**src/lar_pkg.sv**
```systemverilog
`default_nettype none
package lar_pkg;

  // clock period in picoseconds (200 MHz)
  localparam int CLK_PS = 5000;

  // device timing, slower speed grade, in ns
  localparam int TELEH_NS = 250;  // enable low width, least
  localparam int TEHEL_NS = 100;  // enable high width, least
  localparam int TELQV_NS = 250;  // enable-to-data access, most
  localparam int TWLQZ_NS = 160;  // write-low to output off, most
  localparam int TDVWH_NS = 110;  // data setup to end of write, least
  localparam int TWLWH_NS = 130;  // write pulse width, least

  // synchroniser depth on the returned data pin
  localparam int SYNC_STAGES = 3;

  // cycle counts: least times round up
  localparam logic [7:0] TELEH_CY = 8'((TELEH_NS * 1000 + CLK_PS - 1) / CLK_PS);
  localparam logic [7:0] TEHEL_CY = 8'((TEHEL_NS * 1000 + CLK_PS - 1) / CLK_PS);
  localparam logic [7:0] TWLQZ_CY = 8'((TWLQZ_NS * 1000 + CLK_PS - 1) / CLK_PS);
  localparam logic [7:0] TDVWH_CY = 8'((TDVWH_NS * 1000 + CLK_PS - 1) / CLK_PS);
  localparam logic [7:0] TWLWH_CY = 8'((TWLWH_NS * 1000 + CLK_PS - 1) / CLK_PS);
  // sample point: access time, one cycle for a pin change landing on
  // an edge, then the synchroniser and its holding register
  localparam logic [7:0] READ_CY =
    8'((TELQV_NS * 1000 + CLK_PS - 1) / CLK_PS + SYNC_STAGES + 2);
  // write-low time before the enable may rise; covers the pulse width
  localparam logic [7:0] WEND_CY = 8'(TWLQZ_CY + TDVWH_CY);

  // reset value of the enable, strobe and drive-enable pins
  localparam logic PIN_IDLE = 1'b1;

  typedef enum logic [1:0] {
    ST_IDLE = 2'b00,
    ST_ASU  = 2'b01,
    ST_ACT  = 2'b10,
    ST_REC  = 2'b11
  } lar_state_t;

endpackage

`default_nettype wire

```
**src/lar_ctrl.sv**
```systemverilog
`timescale 1ns/100ps
`default_nettype none

module lar_ctrl
  import lar_pkg::*;
#(
  parameter int ADDR_W = 10
)
(
  // clock and reset
  input wire logic mclk,
  input wire logic rst_n,
  // user command
  input wire logic cmd_valid,
  output logic cmd_ready,
  input wire logic cmd_write,
  input wire logic cmd_rmw,
  input wire logic cmd_burst,
  input wire logic [ADDR_W-1:0] cmd_addr,
  input wire logic cmd_wdata,
  // user response
  output logic rsp_valid,
  output logic rsp_rdata,
  // memory pins
  output logic ram_ce_n,
  output logic ram_we_n,
  output logic [ADDR_W-1:0] ram_addr,
  output logic ram_d,
  output logic ram_d_oe_n,
  input wire logic ram_q
);

  lar_state_t state_r, state_nxt;
  logic [7:0] cnt_r, cnt_nxt;
  logic [7:0] wcnt_r, wcnt_nxt;
  logic wr_r, wr_nxt;
  logic rd_r, rd_nxt;
  logic burst_r, burst_nxt;
  logic rd_done_r, rd_done_nxt;
  logic ce_n_r, ce_n_nxt;
  logic we_n_r, we_n_nxt;
  logic oe_n_r, oe_n_nxt;
  logic [ADDR_W-1:0] addr_r, addr_nxt;
  logic d_r, d_nxt;
  logic rdata_r, rdata_nxt;
  logic rsp_r, rsp_nxt;
  logic q_level;

  lar_sync u_qsync (
    .mclk(mclk),
    .rst_n(rst_n),
    .async_i(ram_q),
    .level_o(q_level)
  );

  assign cmd_ready = (state_r == ST_IDLE);
  assign rsp_valid = rsp_r;
  assign rsp_rdata = rdata_r;
  assign ram_ce_n = ce_n_r;
  assign ram_we_n = we_n_r;
  assign ram_addr = addr_r;
  assign ram_d = d_r;
  assign ram_d_oe_n = oe_n_r;

  always_comb
  begin
    state_nxt = state_r;
    cnt_nxt = (cnt_r == 8'hFF) ? cnt_r : cnt_r + 8'h01;
    wcnt_nxt = wcnt_r;
    wr_nxt = wr_r;
    rd_nxt = rd_r;
    burst_nxt = burst_r;
    rd_done_nxt = rd_done_r;
    ce_n_nxt = ce_n_r;
    we_n_nxt = we_n_r;
    oe_n_nxt = oe_n_r;
    addr_nxt = addr_r;
    d_nxt = d_r;
    rdata_nxt = rdata_r;
    rsp_nxt = 1'b0;
    // strobe low time, saturating; kept across a burst
    if (!we_n_r && wcnt_r != 8'hFF)
    begin
      wcnt_nxt = wcnt_r + 8'h01;
    end
    // bus is driven only once the device output is surely off
    if (!we_n_r && wcnt_r >= TWLQZ_CY - 8'h01)
    begin
      oe_n_nxt = 1'b0;
    end
    unique case (state_r)
      ST_IDLE:
      begin
        if (cmd_valid)
        begin
          addr_nxt = cmd_addr;
          d_nxt = cmd_wdata;
          wr_nxt = cmd_write | cmd_rmw;
          rd_nxt = !cmd_write | cmd_rmw;
          burst_nxt = cmd_burst & cmd_write & !cmd_rmw;
          rd_done_nxt = 1'b0;
          // a read must see the strobe high before the enable falls
          if (!cmd_write || cmd_rmw)
          begin
            we_n_nxt = 1'b1;
            oe_n_nxt = 1'b1;
            wcnt_nxt = 8'h00;
          end
          state_nxt = ST_ASU;
        end
      end
      ST_ASU:
      begin
        // address has stood one cycle; enable fall latches it
        ce_n_nxt = 1'b0;
        cnt_nxt = 8'h00;
        state_nxt = ST_ACT;
      end
      ST_ACT:
      begin
        if (rd_r && !rd_done_r && cnt_r >= READ_CY - 8'h01)
        begin
          rdata_nxt = q_level;
          rd_done_nxt = 1'b1;
        end
        // write portion opens after any read part is done
        if (wr_r && we_n_r && (!rd_r || rd_done_r))
        begin
          we_n_nxt = 1'b0;
          wcnt_nxt = 8'h00;
        end
        if (cnt_r >= TELEH_CY - 8'h01 && (!rd_r || rd_done_r) &&
            (!wr_r || (!we_n_r && wcnt_r >= WEND_CY - 8'h01)))
        begin
          // enable rise terminates the write; data still held
          ce_n_nxt = 1'b1;
          rsp_nxt = 1'b1;
          cnt_nxt = 8'h00;
          state_nxt = ST_REC;
        end
      end
      ST_REC:
      begin
        // strobe stays low through a burst, else rises now
        if (!burst_r)
        begin
          we_n_nxt = 1'b1;
        end
        if (we_n_r)
        begin
          oe_n_nxt = 1'b1;
        end
        if (cnt_r >= TEHEL_CY - 8'h01)
        begin
          state_nxt = ST_IDLE;
        end
      end
    endcase
  end

  // no refresh: the controller idles with the enable high
  always_ff @(posedge mclk)
  begin
    if (!rst_n)
    begin
      state_r <= ST_IDLE;
      cnt_r <= 8'h00;
      wcnt_r <= 8'h00;
      wr_r <= 1'b0;
      rd_r <= 1'b0;
      burst_r <= 1'b0;
      rd_done_r <= 1'b0;
      ce_n_r <= PIN_IDLE;
      we_n_r <= PIN_IDLE;
      oe_n_r <= PIN_IDLE;
      addr_r <= '0;
      d_r <= 1'b0;
      rdata_r <= 1'b0;
      rsp_r <= 1'b0;
    end
    else
    begin
      state_r <= state_nxt;
      cnt_r <= cnt_nxt;
      wcnt_r <= wcnt_nxt;
      wr_r <= wr_nxt;
      rd_r <= rd_nxt;
      burst_r <= burst_nxt;
      rd_done_r <= rd_done_nxt;
      ce_n_r <= ce_n_nxt;
      we_n_r <= we_n_nxt;
      oe_n_r <= oe_n_nxt;
      addr_r <= addr_nxt;
      d_r <= d_nxt;
      rdata_r <= rdata_nxt;
      rsp_r <= rsp_nxt;
    end
  end

endmodule // lar_ctrl

`default_nettype wire

```
**src/lar_sync.sv**
```systemverilog
`timescale 1ns/100ps
`default_nettype none

module lar_sync
  import lar_pkg::*;
(
  // clock and reset
  input wire logic mclk,
  input wire logic rst_n,
  // asynchronous level in, filtered level out
  input wire logic async_i,
  output logic level_o
);

  logic s1_r;
  logic s2_r;
  logic s3_r;
  logic level_nxt;

  // a change counts only once stages two and three agree
  always_comb
  begin
    level_nxt = level_o;
    if (s2_r == s3_r)
    begin
      level_nxt = s3_r;
    end
  end

  always_ff @(posedge mclk)
  begin
    if (!rst_n)
    begin
      s1_r <= 1'b0;
      s2_r <= 1'b0;
      s3_r <= 1'b0;
      level_o <= 1'b0;
    end
    else
    begin
      s1_r <= async_i;
      s2_r <= s1_r;
      s3_r <= s2_r;
      level_o <= level_nxt;
    end
  end

endmodule // lar_sync

`default_nettype wire

```
**config.mk**
```make
export PLATFORM = sky130hd
export DESIGN_NAME = lar_ctrl
export DESIGN_NICKNAME = d
export VERILOG_FILES = /design/src/lar_pkg.sv /design/src/lar_ctrl.sv /design/src/lar_sync.sv
export SDC_FILE = /design/constraint.sdc
export NUM_CORES = 1
export LEC_CHECK = 0
export CAP_MARGIN = 20
export CORE_UTILIZATION = 60
export CTS_CLUSTER_SIZE = 25
export DETAILED_ROUTE_END_ITERATION = 8
export DONT_BUFFER_PORTS = 1
export HOLD_SLACK_MARGIN = 0.03
export PLACE_DENSITY = 0.88
export SLEW_MARGIN = 15
export SYNTH_ARGS = -nofsm -noshare
export SYNTH_HDL_FRONTEND = slang
export SYNTH_SLANG_ARGS = --single-unit
```
**constraint.sdc**
```tcl
create_clock -name mclk -period 5.1 [get_ports mclk]
set_input_delay 0.765 -clock mclk [delete_from_list [all_inputs] [get_ports mclk]]
set_output_delay 0.765 -clock mclk [all_outputs]
set_load 0.05 [all_outputs]
```
==> results.cfg <==
[global_routing]
grt_pass1_wl_mm = 6.24
grt_max_degree = 33
overflow = 0
grt_usage_pct = 23.3
grt_pass1_vias = 1380
antenna_found_initial = 0

[clock_network]
cts_tree = built
clk_latency_ns = 0.36
cts_buffer_depth = 2
postCtsHoldBufs = 0
cts_setup_buffers = 0
post_cts_resized = 0
root_buffer = clkbuf_4
cts.sinks = 42
htree_levels = 2
cts_buffers = 5
clk_pin_slew_ns = 0.13

[place]
hpwl_mm = 2.84
portBuffers = 0
post_dp_cell_area_um2 = 2070
place_congestion = 0.767
post-place-ws_ns = 3.04
place_inst = 273

[power]
p_clk_share_pct = 22.3
power_leakage_nw = 0.812
comb_power_share_pct = 24.8
p_int_w = 0.000561
p_sw_share_pct = 40.5
p_switching_w = 0.000381
power-per-cell-area_nw_per_um2 = 438
seqPwrFrac_pct = 52.9
peakVddDrop_uv = 396
finalPower_w = 0.000942

[sta]
relSlewSlack_pct = 47.8
worst_pin_slew_ns = 0.783
hold_viol_final = 0
slew_violations = 0
setup_viol = 0
finalCritPeriodShare_pct = 43.4
skew_ns = 0.0127
rsz0062_at_grt = false
finalSetupTns_ns = 0
fin_crit_ns = 2.21
max_freq_ghz = 0.452
final.setup.worst_slack_ns = 2.89

[routing]
drc_errors = 0
drtAntennaViolNets = 0
drtIter0Drc = 68
via_per_inst = 5.67
vias = 1592
drt_wl_total_mm = 3.90
wl_per_cell_um = 13.9
drt-pass1-iter-count = 4

[floorplanning]
rows = 20
start_util_pct = 65.3
die_y_um = 60.6
die_w_um = 60.6
fp.coreArea_um2 = 3150
die_area_um2 = 3670
ios = 35

[final_layout]
nFillCells = 272
stdcell_area_um2 = 2150
area_growth_pct = 4.43
final_layout_size_suffix_gt1_share_pct = 8.86
stdcell_count = 281
fin_nets = 265
n_antenna_cell = 0

[synth]
syn_avg_cell_area_um2 = 8.69
synth-seq-cells = 42
syn_nets = 266
syn_area_um2 = 2060
synth-adder-area-share_pct = 6.68
muxShareOfSynthArea_pct = 1.94
netlist-cell-type-count = 55
synth-edff-count = 0
syn_inst = 237
yosys_warnings = 0
synthArstFlopShare_pct = 0
synth-simple-area-share_pct = 27.0
ys.flop_type = dfxtp_1
synth_seq_area_share_pct = 40.8
synth_compound_area_share_pct = 18.5
synth_xor_area_share_pct = 1.28
synth_top_family_by_area = simple AND/OR/NAND/NOR gates

[setup_path]
critical_path_arrival_ns = 1.45
criticalPathCategory = flip-flop to output pin
cp.required_ns = 4.34
end_kind = output pin
cp-start-kind = flip-flop
cp_max_fo = 10

[flow_run]
maxCapViolations = 0

[worst_hold_path]
min_path_type = flip-flop to flip-flop

[status]
outcome = finished, final reports clean
-- stage by stage --
stage	utilization (%)	hold slack [ns]
2_1_floorplan	-	0.412
3_3_place_gp	65.8	0.427
3_5_place_dp	65.8	0.452
4_1_cts	68.2	0.472
5_1_grt	68.2	0.483
6_report	68.2	0.462
-- logic make-up after synthesis --
logic type | after synthesis
simple gates | 110
compound gates | 49
flops | 42
buf+inv | 18
fa+ha+maj | 11
mux | 4
xor+xnor | 3
-- registers in the layout, indices dropped and copies added (netlist names) --
name and count:
u_qsync.s3_r 1, u_qsync.s2_r 1, rd_r 1, burst_r 1, ram_d_oe_n 1, rsp_rdata 1, ram_ce_n 1, state_r 2
wr_r 1, wcnt_r 8, u_qsync.level_o 1, ram_we_n 1, rsp_valid 1, ram_addr 10, rd_done_r 1, u_qsync.s1_r 1
ram_d 1, cnt_r 8
-- final timing paths --
check / start / endpoint / slack [ns] / cells after the start
worst max-delay path: state_r[1] / cmd_ready / 2.89 / 2
worst min-delay path: u_qsync.s1_r / u_qsync.s2_r / 0.46 / 1
worst max register to register: state_r[1] / burst_r / 3.00 / 6
worst min register to register: u_qsync.s1_r / u_qsync.s2_r / 0.46 / 1
-- per-layer routing --
layer | up-vias | GRT usage [%] | wire, um
li1 | 824 | - | -
met5 | - | 0 | 0
met1 | 729 | 28.9 | 1830
met3 | 10 | 7.25 | 163
met4 | 0 | 11.7 | 74
met2 | 29 | 36.6 | 1830
-- critical path: stages (launching register included) --
cell and delay [ns]:
dfxtp_1 0.36, inv_1 0.09, ha_1 0.65
-- cell usage in the layout, fill, tap and decap left out, types with 3 or more instances in the layout --
master,n
a21boi_0,13
a21oi_1,3
and2_1,6
and3_1,3
clkbuf_4,5
dfxtp_1,42
ha_1,11
inv_1,10
mux2i_1,4
nand2_1,40
nand2b_1,3
nand3_1,10
nor2_1,23
nor2b_1,3
nor3_1,4
o21ai_0,9
-- area by class of cell --
class                           count  area, um2  area share, %
Clock inverter                      3       40.0           1.86
Sequential cell                    42        841           39.1
Clock buffer                        5       37.5           1.75
Multi-Input combinational cell    177       1140           53.0
Tap cell                           44       55.1           2.56
Inverter                           10       37.5           1.75
-- cell usage after synthesis (all sizes together), types with 2 or more instances --
library cell   n  area share (%)
and2           7             2.2
nor2          23             4.2
buf            3             1.0
xnor2          2            0.85
nand2         41             7.6
a31oi          3             1.6
and3           4             1.3
a21boi        13             4.7
a21oi          4             1.2
nand3         10             2.4
o211ai         3             1.6
nand2b         3            0.91
o21ai         10             2.4
a211oi         4             1.9
clkbuf         5            0.97
nor2b          3            0.91
and4           3             1.3
nor3b          2            0.73
dfxtp         42              41
ha            11             6.7
nor3           5             1.5
inv           10             1.8
a311oi         2            0.85
nand4          3             1.2
mux2i          4             1.9
-- power by group through the flow --
stage / Sequential (W) / Combinational [W] / Clock, W
detailed placement: 0.000507 / 0.000234 / 0
finish: 0.000499 / 0.000233 / 0.000210
CTS: 0.000499 / 0.000235 / 0.000212
global route: 0.000505 / 0.000264 / 0.000226
floorplan: 0.000493 / 0.000199 / 0
global placement: 0.000505 / 0.000224 / 0
(Power assumes the default switching activity.)
